`src/shared/lid_pkg.sv`:
```
// package: offsets, field layout, reset values and carriers for the io decoder
package lid_pkg;

  // configuration dword offsets
  localparam logic [7:0]  OFF_SER_GEN10   = 8'h64;
  localparam logic [7:0]  OFF_GEN12_IO    = 8'h68;
  localparam logic [7:0]  OFF_GEN12_MEM   = 8'h6c;

  // values after reset
  localparam logic [31:0] RST_SER_GEN10   = 32'h0000_0000;
  localparam logic [31:0] RST_GEN12_IO    = 32'h0000_0000;
  localparam logic [31:0] RST_GEN12_MEM   = 32'h0000_0000;

  // writable bits; reserved bits are held at zero
  localparam logic [31:0] WMASK_SER_GEN10 = 32'hffef_ffff;
  localparam logic [31:0] WMASK_GEN12_IO  = 32'h001f_ffff;
  localparam logic [31:0] WMASK_GEN12_MEM = 32'hffff_80ff;

  // field positions, serial_and_generic10_decode
  localparam int PB_FWD_BIT   = 31;
  localparam int PB_SEL_LSB   = 28;
  localparam int PA_FWD_BIT   = 27;
  localparam int PA_SEL_LSB   = 24;
  localparam int G10_CS_BIT   = 23;
  localparam int G10_FWD_BIT  = 22;
  localparam int G10_MON_BIT  = 21;
  // shared by both generic io registers
  localparam int MASK_LSB     = 16;
  localparam int BASE_LSB     = 0;
  // generic12_io_decode
  localparam int G12_MON_BIT  = 20;

  // serial windows are eight bytes: low three address bits are ignored
  localparam int SER_WIN_LSB  = 3;

  // serial range table, index is the three bit range selector
  localparam logic [7:0][15:0] SER_BASE = {
    16'h03e8, 16'h0338, 16'h02e8, 16'h0238,
    16'h0228, 16'h0220, 16'h02f8, 16'h03f8
  };

  typedef struct packed {
    logic        wr;
    logic        rd;
    logic [7:0]  addr;
    logic [3:0]  be;
    logic [31:0] wdata;
  } lid_cfg_req_s;

  typedef struct packed {
    logic        valid;
    logic [15:0] addr;
  } lid_io_req_s;

  typedef struct packed {
    logic done;
    logic claim;
    logic porta_hit;
    logic portb_hit;
    logic gen10_hit;
    logic gen12_hit;
  } lid_io_rsp_s;

endpackage

```
`src/hdl/lid_decode_config.sv`:
```
// legacy io decode configuration registers and address match logic
//
// Function
// - port B claimed and forwarded when its forward and monitor enables set
// - port B selector codes 0..7 pick the eight listed 8-byte windows
// - port A claimed and forwarded when its forward and monitor enables set
// - port A selector uses the same eight-window table as port B
// - generic chip select 1 low for device 10 hits when cs and forward set
// - device 10 claimed when its forward and monitor enables are set
// - device 10 monitor enable turns on base/mask decode for device 10
// - device 10 mask bits drop matching address bits 3..0 from compare
// - device 10 base compared against io address bits 15..0
// - device 12 monitor enable turns on its base/mask io decode
// - device 12 mask bits drop matching address bits 3..0 from compare
// - device 12 base compared against io address bits 15..0
`timescale 1ns/1ps

module lid_decode_config
  import lid_pkg::*;
(
  input  wire logic         clk,
  input  wire logic         rst,
  input  wire lid_cfg_req_s cfg_req,
  output logic [31:0]       cfg_rdata,
  output logic              cfg_rvalid,
  input  wire lid_io_req_s  io_req,
  input  wire logic         porta_monitor_enable,
  input  wire logic         portb_monitor_enable,
  input  wire logic         gen12_forward_enable,
  output lid_io_rsp_s       io_rsp,
  output logic              generic_chip_select_1_n
);

  logic [31:0] dec_c_q;
  logic [31:0] dec_e_q;
  logic [31:0] dec_f_q;
  logic [31:0] cfg_rdata_q;
  logic        cfg_rvalid_q;
  lid_io_rsp_s io_rsp_q;
  logic        cs_n_q;

  // merge a write into a register under byte enables and the writable mask
  function automatic logic [31:0] lid_merge(input logic [31:0] old,
                                            input logic [31:0] wd,
                                            input logic [3:0]  be,
                                            input logic [31:0] wm);
    logic [31:0] bm;
    bm = {{8{be[3]}}, {8{be[2]}}, {8{be[1]}}, {8{be[0]}}};
    return ((old & ~bm) | (wd & bm)) & wm;
  endfunction

  logic sel_c;
  logic sel_e;
  logic sel_f;
  assign sel_c = (cfg_req.addr[7:2] == OFF_SER_GEN10[7:2]);
  assign sel_e = (cfg_req.addr[7:2] == OFF_GEN12_IO[7:2]);
  assign sel_f = (cfg_req.addr[7:2] == OFF_GEN12_MEM[7:2]);

  // register writes; reset clears every field so nothing is claimed
  always_ff @(posedge clk) begin
    if (rst) begin
      dec_c_q <= RST_SER_GEN10;
      dec_e_q <= RST_GEN12_IO;
      dec_f_q <= RST_GEN12_MEM;
    end else if (cfg_req.wr) begin
      if (sel_c) begin
        dec_c_q <= lid_merge(dec_c_q, cfg_req.wdata, cfg_req.be,
                             WMASK_SER_GEN10);
      end
      if (sel_e) begin
        dec_e_q <= lid_merge(dec_e_q, cfg_req.wdata, cfg_req.be,
                             WMASK_GEN12_IO);
      end
      if (sel_f) begin
        dec_f_q <= lid_merge(dec_f_q, cfg_req.wdata, cfg_req.be,
                             WMASK_GEN12_MEM);
      end
    end
  end

  // read data one cycle after the strobe; unmapped dwords read zero
  always_ff @(posedge clk) begin
    if (rst) begin
      cfg_rdata_q  <= 32'h0000_0000;
      cfg_rvalid_q <= 1'b0;
    end else begin
      cfg_rvalid_q <= cfg_req.rd;
      if (cfg_req.rd) begin
        if (sel_c) begin
          cfg_rdata_q <= dec_c_q;
        end else if (sel_e) begin
          cfg_rdata_q <= dec_e_q;
        end else if (sel_f) begin
          cfg_rdata_q <= dec_f_q;
        end else begin
          cfg_rdata_q <= 32'h0000_0000;
        end
      end
    end
  end

  // field views
  logic        portb_forward_enable;
  logic [2:0]  portb_range_select;
  logic        porta_forward_enable;
  logic [2:0]  porta_range_select;
  logic        gen10_chip_select_enable;
  logic        gen10_forward_enable;
  logic        gen10_monitor_enable;
  logic [3:0]  gen10_address_mask;
  logic [15:0] gen10_base_address;
  logic        gen12_io_monitor_enable;
  logic [3:0]  gen12_io_address_mask;
  logic [15:0] gen12_io_base_address;

  assign portb_forward_enable     = dec_c_q[PB_FWD_BIT];
  assign portb_range_select       = dec_c_q[PB_SEL_LSB +: 3];
  assign porta_forward_enable     = dec_c_q[PA_FWD_BIT];
  assign porta_range_select       = dec_c_q[PA_SEL_LSB +: 3];
  assign gen10_chip_select_enable = dec_c_q[G10_CS_BIT];
  assign gen10_forward_enable     = dec_c_q[G10_FWD_BIT];
  assign gen10_monitor_enable     = dec_c_q[G10_MON_BIT];
  assign gen10_address_mask       = dec_c_q[MASK_LSB +: 4];
  assign gen10_base_address       = dec_c_q[BASE_LSB +: 16];
  assign gen12_io_monitor_enable  = dec_e_q[G12_MON_BIT];
  assign gen12_io_address_mask    = dec_e_q[MASK_LSB +: 4];
  assign gen12_io_base_address    = dec_e_q[BASE_LSB +: 16];

  // address compares; upper address bits always take part
  logic porta_in;
  logic portb_in;
  logic gen10_in;
  logic gen12_in;
  assign portb_in = (io_req.addr[15:SER_WIN_LSB] ==
                     SER_BASE[portb_range_select][15:SER_WIN_LSB]);
  assign porta_in = (io_req.addr[15:SER_WIN_LSB] ==
                     SER_BASE[porta_range_select][15:SER_WIN_LSB]);
  assign gen10_in = gen10_monitor_enable &&
                    (((io_req.addr ^ gen10_base_address) &
                      ~{12'h000, gen10_address_mask}) == 16'h0000);
  assign gen12_in = gen12_io_monitor_enable &&
                    (((io_req.addr ^ gen12_io_base_address) &
                      ~{12'h000, gen12_io_address_mask}) == 16'h0000);

  logic porta_claim;
  logic portb_claim;
  logic gen10_claim;
  logic gen12_claim;
  assign portb_claim = portb_in && portb_forward_enable &&
                       portb_monitor_enable;
  assign porta_claim = porta_in && porta_forward_enable &&
                       porta_monitor_enable;
  assign gen10_claim = gen10_in && gen10_forward_enable;
  // device 12 forwarding needs its enable from outside this block
  assign gen12_claim = gen12_in && gen12_forward_enable;

  // answer registered one cycle after each io request
  always_ff @(posedge clk) begin
    if (rst) begin
      io_rsp_q <= '0;
    end else begin
      io_rsp_q.done      <= io_req.valid;
      io_rsp_q.portb_hit <= io_req.valid && portb_claim;
      io_rsp_q.porta_hit <= io_req.valid && porta_claim;
      io_rsp_q.gen10_hit <= io_req.valid && gen10_in;
      io_rsp_q.gen12_hit <= io_req.valid && gen12_in;
      io_rsp_q.claim     <= io_req.valid &&
                            (portb_claim || porta_claim ||
                             gen10_claim || gen12_claim);
    end
  end

  // chip select is a one-cycle low pulse aligned with the answer
  always_ff @(posedge clk) begin
    if (rst) begin
      cs_n_q <= 1'b1;
    end else begin
      cs_n_q <= !(io_req.valid && gen10_claim &&
                  gen10_chip_select_enable);
    end
  end

  assign cfg_rdata               = cfg_rdata_q;
  assign cfg_rvalid              = cfg_rvalid_q;
  assign io_rsp                  = io_rsp_q;
  assign generic_chip_select_1_n = cs_n_q;
endmodule // lid_decode_config

```
`config.mk`:
```
export PLATFORM = sky130hd
export DESIGN_NAME = lid_decode_config
export DESIGN_NICKNAME = d
export VERILOG_FILES = /design/src/shared/lid_pkg.sv /design/src/hdl/lid_decode_config.sv
export SDC_FILE = /design/constraint.sdc
export NUM_CORES = 1
export LEC_CHECK = 0
export BUFFER_PORTS_ARGS = -buffer_cell sky130_fd_sc_hd__clkbuf_2
export CORE_ASPECT_RATIO = 0.9
export CORE_MARGIN = 2
export CORE_UTILIZATION = 49
export CTS_CLUSTER_SIZE = 12
export DETAILED_ROUTE_END_ITERATION = 6
export PLACE_DENSITY = 0.78
export REMOVE_ABC_BUFFERS = 1
export SLEW_MARGIN = 20
export SYNTH_ARGS = -nofsm -noshare
export SYNTH_HDL_FRONTEND = slang
export SYNTH_SLANG_ARGS = --single-unit
```
`constraint.sdc`:
```
create_clock -name clk -period 1.65 [get_ports clk]
set_clock_uncertainty 0.2 [all_clocks]
set_input_delay 0.0825 -clock clk [delete_from_list [all_inputs] [get_ports clk]]
set_output_delay 0.0825 -clock clk [all_outputs]
set_load 0.01 [all_outputs]
```
==> Word level (Yosys, flattened, before mapping) <==
Memories as Yosys holds them, arrays and structs flattened. A register that Yosys moved wholly into a read port is not among the register bits.
Index checks and enable logic that the tools add are counted.
{ "classes": {"magnitude_cmp": 2, "eq_ne": 5, "n_mux": 9, "bitwise_logic": 14, "reduce_logical": 24} }
{ "ops": {"columns": ["cell", "n"], "rows": [
  ["$and 32x32->32", 3],
  ["$mux 32", 3],
  ["$or 32x32->32", 2],
  ["$and 16x16->16", 2],
  ["$logic_not 16->1", 2],
  ["$mux 16", 2],
  ["$not 32->32", 1],
  ["$not 4->16", 2],
  ["$xor 16x16->16", 2],
  ["$eq 13x13->1", 2],
  ["$and 21x21->21", 1],
  ["$or 21x21->21", 1],
  ["$eq 6x5->1 const B", 3],
  ["$logic_and 1x1->1", 15],
  ["$mux 3", 4],
  ["$lt 3x4->1 const B", 2],
  ["$reduce_and 2->1", 3],
  ["$logic_or 1x1->1", 3],
  ["$logic_not 1->1", 1]
]} }
{ "word_totals": {"regBits": 117, "rom_bits": 256, "inputBits": 68, "out_inout_bits": 40, "elab_cells": 68, "mem_count": 2} }
{ "memory_table": {"columns": ["memory", "words", "width", "read_ports", "rd_ports_with_merged_regs", "write_ports", "line", "text"], "rows": [
  ["(name not given)", 8, 16, 1, 1, 0, "lid_decode_config.sv:137", "SER_BASE[porta_range_select][15:SER_WIN_LSB]);"],
  ["(name not given)", 8, 16, 1, 1, 0, "lid_decode_config.sv:135", "SER_BASE[portb_range_select][15:SER_WIN_LSB]);"]
]} }

==> Depth between registers and ports, before layout <==
Gate-level depths: netlist (run 1).
{ "logic_depth": {"ltp_word": 9, "mapped_depth": 7, "ltp_nobuf": 5} }

==> Worst setup path after synthesis (run 1) <==
OpenSTA, ideal clock, no wires.
{ "synth_timing": {"path_kind": "in2reg", "start": "in cfg_req[40] (netlist name)", "end": "reg with a tool-made name", "setup_ns": 0.122, "t_arrival_ns": 1.296, "required_time_ns": 1.328, "slack_ns": 0.032, "cell_stages": 7, "n_path_buf": 2, "cell_sequence": "and4bb_1 -> and3b_1 -> buf_4 -> and3_1 -> buf_6 -> a211oi_1 -> a311o_1"} }
{ "synth_lines": {"columns": ["item", "line", "text"], "rows": [
  ["from (decl)", "lid_decode_config.sv:23", "input wire lid_cfg_req_s cfg_req,"]
]} }

==> results of run 1 <==
==> how the worst max path moves through the flow <==
stage / startpoint / endpoint / slack, ns
after floorplan: cfg_req[40] / flip-flop / -0.68
after global placement: cfg_req[40] / flip-flop / -0.19
after detailed placement: cfg_req[40] / flip-flop / -0.29
after CTS: flip-flop / io_rsp[0] / 0.003
after global routing: flip-flop / io_rsp[4] / -0.02
final: flip-flop / io_rsp[4] / 0.03
==> critical path: cells and delay by family, from the launching register on <==
family / cells / cell delay [ns]
AO/OA/AOI/OAI: 1 / 0.31
XOR/XNOR: 1 / 0.17
AND/OR/NAND/NOR: 2 / 0.50
flip-flops: 1 / 0.33
==> cell usage after synthesis, types with 2 or more instances <==
cell	n	share of area [%]
buf_4	3	0.42
a311oi_1	13	2.1
and2_1	3	0.35
nand3_2	3	0.56
clkbuf_1	25	1.7
nor2_1	106	7.4
nand4_1	6	0.70
a22oi_1	18	2.5
mux2i_1	69	13
a211oi_1	24	3.3
nand2_1	48	3.3
a21oi_1	11	1.0
nor4_1	6	0.70
and3b_1	2	0.33
a311o_1	4	0.74
nand3_1	6	0.56
nor3b_1	3	0.42
buf_2	10	0.93
nor2b_1	6	0.70
o22ai_1	2	0.23
xnor2_1	31	5.0
o21bai_1	4	0.56
xor2_1	7	1.1
nor3_1	10	0.93
nand2b_1	5	0.58
o21ai_0	2	0.19
and3_1	9	1.0
dfxtp_1	125	47
a21boi_0	13	1.8
==> per-stage QoR <==
step                setup WS [ns]  cell area (sq um)
finish                     0.0343               7430
global placement           -0.188               6340
CTS                       0.00262               7400
detailed placement         -0.288               6340
global route              -0.0227               7430
floorplan                  -0.680               5200
==> layer usage <==
metal / vias to the layer above / part of all wire (%) / global-route usage [%] / wire length (um)
met5: - / 0 / 0 / 0
met1: 2378 / 44 / 33.4 / 6740
met2: 187 / 49 / 46.7 / 7420
li1: 2394 / - / - / -
met3: 23 / 5.7 / 6.59 / 869
met4: 0 / 1.4 / 8.54 / 216
==> kinds of logic after synthesis <==
logic type | count (synthesis) | synth area share [%]
mux | 70 | 13.0
xor+xnor | 38 | 6.19
compound gates | 93 | 12.9
buf+inv | 40 | 3.37
flops | 125 | 46.5
simple gates | 215 | 18.0
==> report_power, final <==
part	internal, uW	switching [uW]	total (uW)	leakage, uW
sequential	3070	26.5	3090	0.00101
combinational	275	297	572	0.00175
clock	2630	1260	3890	0.000304
total	5970	1590	7560	0.00307
==> area by class of cell <==
class / instances / area share [%]
tap: 133 / 2.24
multi-input combinational: 416 / 36.7
sequential: 125 / 33.7
timing repair buffer: 191 / 19.0
clock inverter: 7 / 1.82
clock buffer: 24 / 6.48
antenna: 1 / 0.0337
==> placed cells by master (no fill, tap or decap), types with 4 or more instances in the layout <==
| cell | count |
|---|---|
| nand2b_1 | 5 |
| xnor2_1 | 31 |
| nor2_1 | 106 |
| and3_1 | 9 |
| a22oi_1 | 18 |
| buf_4 | 33 |
| nand3_1 | 6 |
| buf_12 | 10 |
| mux2i_1 | 69 |
| o21bai_1 | 4 |
| a211oi_1 | 24 |
| a311o_1 | 4 |
| a21oi_1 | 11 |
| nor4_2 | 4 |
| a21boi_0 | 13 |
| nand2_1 | 48 |
| nor3_1 | 10 |
| bufinv_16 | 4 |
| clkbuf_2 | 104 |
| clkbuf_1 | 4 |
| a311oi_1 | 13 |
| dfxtp_1 | 123 |
| nand4_1 | 6 |
| clkbuf_16 | 17 |
| dlygate4sd3_1 | 43 |
| xor2_1 | 7 |
| nor2b_1 | 6 |
==> repair_timing <==
item,4_1_cts,5_1_grt
pin swaps,0,3
endpoints found under the hold margin,120,0
gates resized for setup,1,11
hold buffers,44,0
setup endpoints to repair,1,3
==> impl_metrics.json, run 1 <==
{
  "outcome": "complete, no violations",
  "numClockSinks": 125,
  "netlist_area_sq_um": 5380,
  "antenna_found_initial": 1,
  "seq_area_sq_um": 2500,
  "critPathRequiredTime_ns": 1.76,
  "r2r_cells": 4,
  "slowest_delay_ns": 0.33,
  "maxClockFrequency_ghz": 0.619,
  "io_buffer_count": 105,
  "peakVddDrop_mv": 0.971,
  "clkLatencyLatePin_ns": 0.41,
  "dp.cells": 822,
  "setup_violations": 0,
  "grt_pass1_vias": 5043,
  "initial_core_util_pct": 50.0,
  "final_layout_size_suffix_gt1_share_pct": 24.4,
  "ys_seq_area_share_pct": 46.5,
  "final_util_pct": 69.0,
  "slew_headroom_pct": 65.6,
  "drtIter0Drc": 370,
  "vias": 4982,
  "dieHeight_um": 103,
  "final.min_clock_period_ns": 1.62,
  "tritoncts": "built",
  "criticalPathCategory": "flip-flop to flip-flop",
  "total_power_uw": 7560,
  "cellLeakagePower_uw": 0.00307,
  "maxCapViolCount": 0,
  "first_pass_iters": 5,
  "rsz0062_at_grt": "yes",
  "synth_top_flop_cell": "dfxtp_1",
  "synth_cell_type_count": 36,
  "rrSetupSlack_ns": 0.03,
  "synthCells": 581,
  "slowest_stage": "dfxtp_2",
  "wl_mm": 15.2,
  "drc": 0,
  "antenna_left": 0,
  "cts_buffers": 17,
  "worstHoldStart": "rst",
  "worstHoldPathType": "input port to flip-flop",
  "fin_setup_tns_ns": 0,
  "grt_pass1_wl_mm": 24.6,
  "hpwl_mm": 10.2,
  "ys_ff_latch": 125,
  "crit_path_start_kind": "flip-flop",
  "grt_use_total_pct": 27.0,
  "gp_congestion": 0.895,
  "powerDensity_nw_per_um2": 1020,
  "clk_pin_slew_ns": 0.05,
  "worstPathArrival_ns": 1.72,
  "grt_max_degree": 119,
  "root_buffer": "clkbuf_16",
  "wire_per_inst_um": 17.0,
  "postCtsSetupBuffers": 0,
  "io_pins": 108,
  "dieArea_sq_um": 11800,
  "fin_cells": 897,
  "grt-ovfl-total": 0,
  "htreeDepth": 4,
  "slew_violations": 0,
  "yosysWarnings": 0,
  "crit_path_end_kind": "flip-flop",
  "ys_async_sr_fraction_pct": 0,
  "cp_cell_sequence": "xor2_1 > nor4_2 > nand4_1 > o311ai_2",
  "nFillCells": 778,
  "core_sq_um": 10800,
  "finalNetCount": 819,
  "clockBufferDepth": 2,
  "worstHoldPathCells": 3,
  "critPathMaxFanout": 2,
  "holdWs_ns": 0.0214,
  "worstMarginPinSlew_ns": 0.515,
  "multi_input_area_sq_um": 2730,
  "syn_area_per_cell_sq_um": 9.26,
  "viasPerCell": 5.55,
  "hold_viol": 0,
  "fp.dieW_um": 114,
  "worst_r2r_endpoint": "io_rsp[4]",
  "period_share_pct": 97.9,
  "synth-edff-count": 0,
  "rows": 36,
  "area_growth_pct": 38.2
}
(Power assumes the default switching activity.)
==> run 2, diff against run 1 <==
Settings changed: CORE_ASPECT_RATIO 0.9 to unset, CORE_UTILIZATION 49 to 51, CTS_BUF_LIST set to sky130_fd_sc_hd__clkbuf_4, PLACE_DENSITY 0.78 to 0.81.
==> impl_metrics.json, run 2 (synthesis gave the netlist of run 1 again) <==
{
  "diodes": 0,
  "hold_viol": 0,
  "hpwl_mm": 10.3,
  "io_pins": 108,
  "dieArea_sq_um": 11400,
  "fin_ws_ns": 0.0333,
  "final_util_pct": 70.9,
  "wl_mm": 15.9,
  "combPwrFrac_pct": 10.1,
  "clkLatencyLatePin_ns": 0.54,
  "final.min_clock_period_ns": 1.62,
  "cp_cell_sequence": "mux2_2 > nand4_1 > dlygate4sd3_1 > a21oi_1",
  "drtIter0Drc": 363,
  "grt_pass1_vias": 5105,
  "clkPwrFrac_pct": 38.8,
  "critPathRequiredTime_ns": 1.87,
  "slowest_delay_ns": 0.55,
  "crit_family": "buffers and inverters",
  "crit_path_end_kind": "flip-flop",
  "slowest_stage": "dlygate4sd3_1",
  "antenna_found_initial": 0,
  "tritoncts": "built",
  "holdWs_ns": 0.0358,
  "initial_core_util_pct": 52.3,
  "root_buffer": "clkbuf_4",
  "antenna_left": 0,
  "worstMarginPinSlew_ns": 0.492,
  "cellLeakagePower_uw": 0.00300,
  "rsz0062_at_grt": "yes",
  "core_sq_um": 10300,
  "viasPerCell": 5.63,
  "slew_headroom_pct": 67.2,
  "first_pass_iters": 5,
  "crit_path_start_kind": "flip-flop",
  "criticalPathCategory": "flip-flop to flip-flop",
  "final_cell_mix": "dfxtp_1, nor2_1, clkbuf_2, mux2i_1, dlygate4sd3_1",
  "fin_setup_tns_ns": 0,
  "grt_max_degree": 119,
  "cts_buffers": 17,
  "wire_per_inst_um": 17.3,
  "power_frac_seq_pct": 51.2,
  "vias": 5166,
  "power.internal_uw": 4430,
  "finalNetCount": 837,
  "gp_congestion": 0.874,
  "setup_violations": 0,
  "maxClockFrequency_ghz": 0.619,
  "dieHeight_um": 107,
  "clk_pin_slew_ns": 0.12,
  "postCtsSetupBuffers": 0,
  "numClockSinks": 125,
  "io_buffer_count": 105,
  "place_ws_ns": -0.231,
  "slew_violations": 0,
  "outcome": "complete, no violations",
  "htreeDepth": 4,
  "maxCapViolCount": 0,
  "grt_use_total_pct": 28.0,
  "drc": 0,
  "peakVddDrop_mv": 0.632,
  "final_layout_size_suffix_gt1_share_pct": 24.7,
  "fin_cells": 918,
  "power.switching_uw": 1610,
  "clockBufferDepth": 2,
  "grt_pass1_wl_mm": 24.8,
  "fp.dieW_um": 107,
  "grt-ovfl-total": 0,
  "period_share_pct": 98.0,
  "rows": 37,
  "powerDensity_nw_per_um2": 828,
  "worstHoldPathType": "input port to flip-flop",
  "critPathMaxFanout": 3,
  "swShare_pct": 26.6,
  "dp.cells": 825,
  "final_common_cell": "dfxtp_1",
  "worstPathArrival_ns": 1.83,
  "area_growth_pct": 35.5,
  "worst-path-buf-inv": 1
}
==> run 2: layout make-up <==
cell class | instances | area [sq um]
clock buffers | 17 | 128
clock inverters | 15 | 184
fillers | 758 | 2990
multi-input cells | 416 | 2750
flip-flops and latches | 125 | 2500
well taps | 136 | 170
repair buffers | 209 | 1550
==> run 2: power by group through the flow <==
stage	combinational [uW]	sequential, uW	clock [uW]
floorplan	141	3170	0
global placement	457	3150	0
detailed placement	467	3150	0
CTS	581	3090	2340
global route	649	3090	2490
finish	608	3090	2340
==> run 2: what timing repair did <==
item / CTS / global route
hold buffers: 61 / 0
gates resized for setup: 0 / 14
endpoints found under the setup margin: 0 / 6
hold endpoints to repair: 125 / 0
==> run 2: metrics by stage <==
| step | area, sq um | power [uW] |
|---|---|---|
| detailed placement | 6310 | 3620 |
| finish | 7290 | 6030 |
| global placement | 6310 | 3610 |
| CTS | 7230 | 6010 |
| floorplan | 5200 | 3310 |
| global route | 7290 | 6230 |
==> run 2: worst paths after layout <==
kind / from / end / slack [ns] / cells past startpoint
min reg2reg: flip-flop / generic_chip_select_1_n / 0.27 / 1
min: io_req[12] / io_rsp[3] / 0.04 / 6
max reg2reg: flip-flop / cfg_rdata[20] / 0.03 / 4
max: flip-flop / cfg_rdata[20] / 0.03 / 4
==> run 2: worst min-delay path: stages <==
cell and delay, ns:
clkbuf_2 0.14, nor4_4 0.07, nand2_2 0.11, nor4_2 0.06, buf_4 0.14, and2_1 0.15
==> run 2: layer usage <==
layer  global-route usage [%]  wire length, um
met1                     33.0             6310
met4                     13.5              419
met2                     49.0             7950
met5                        0                0
met3                     4.92             1200
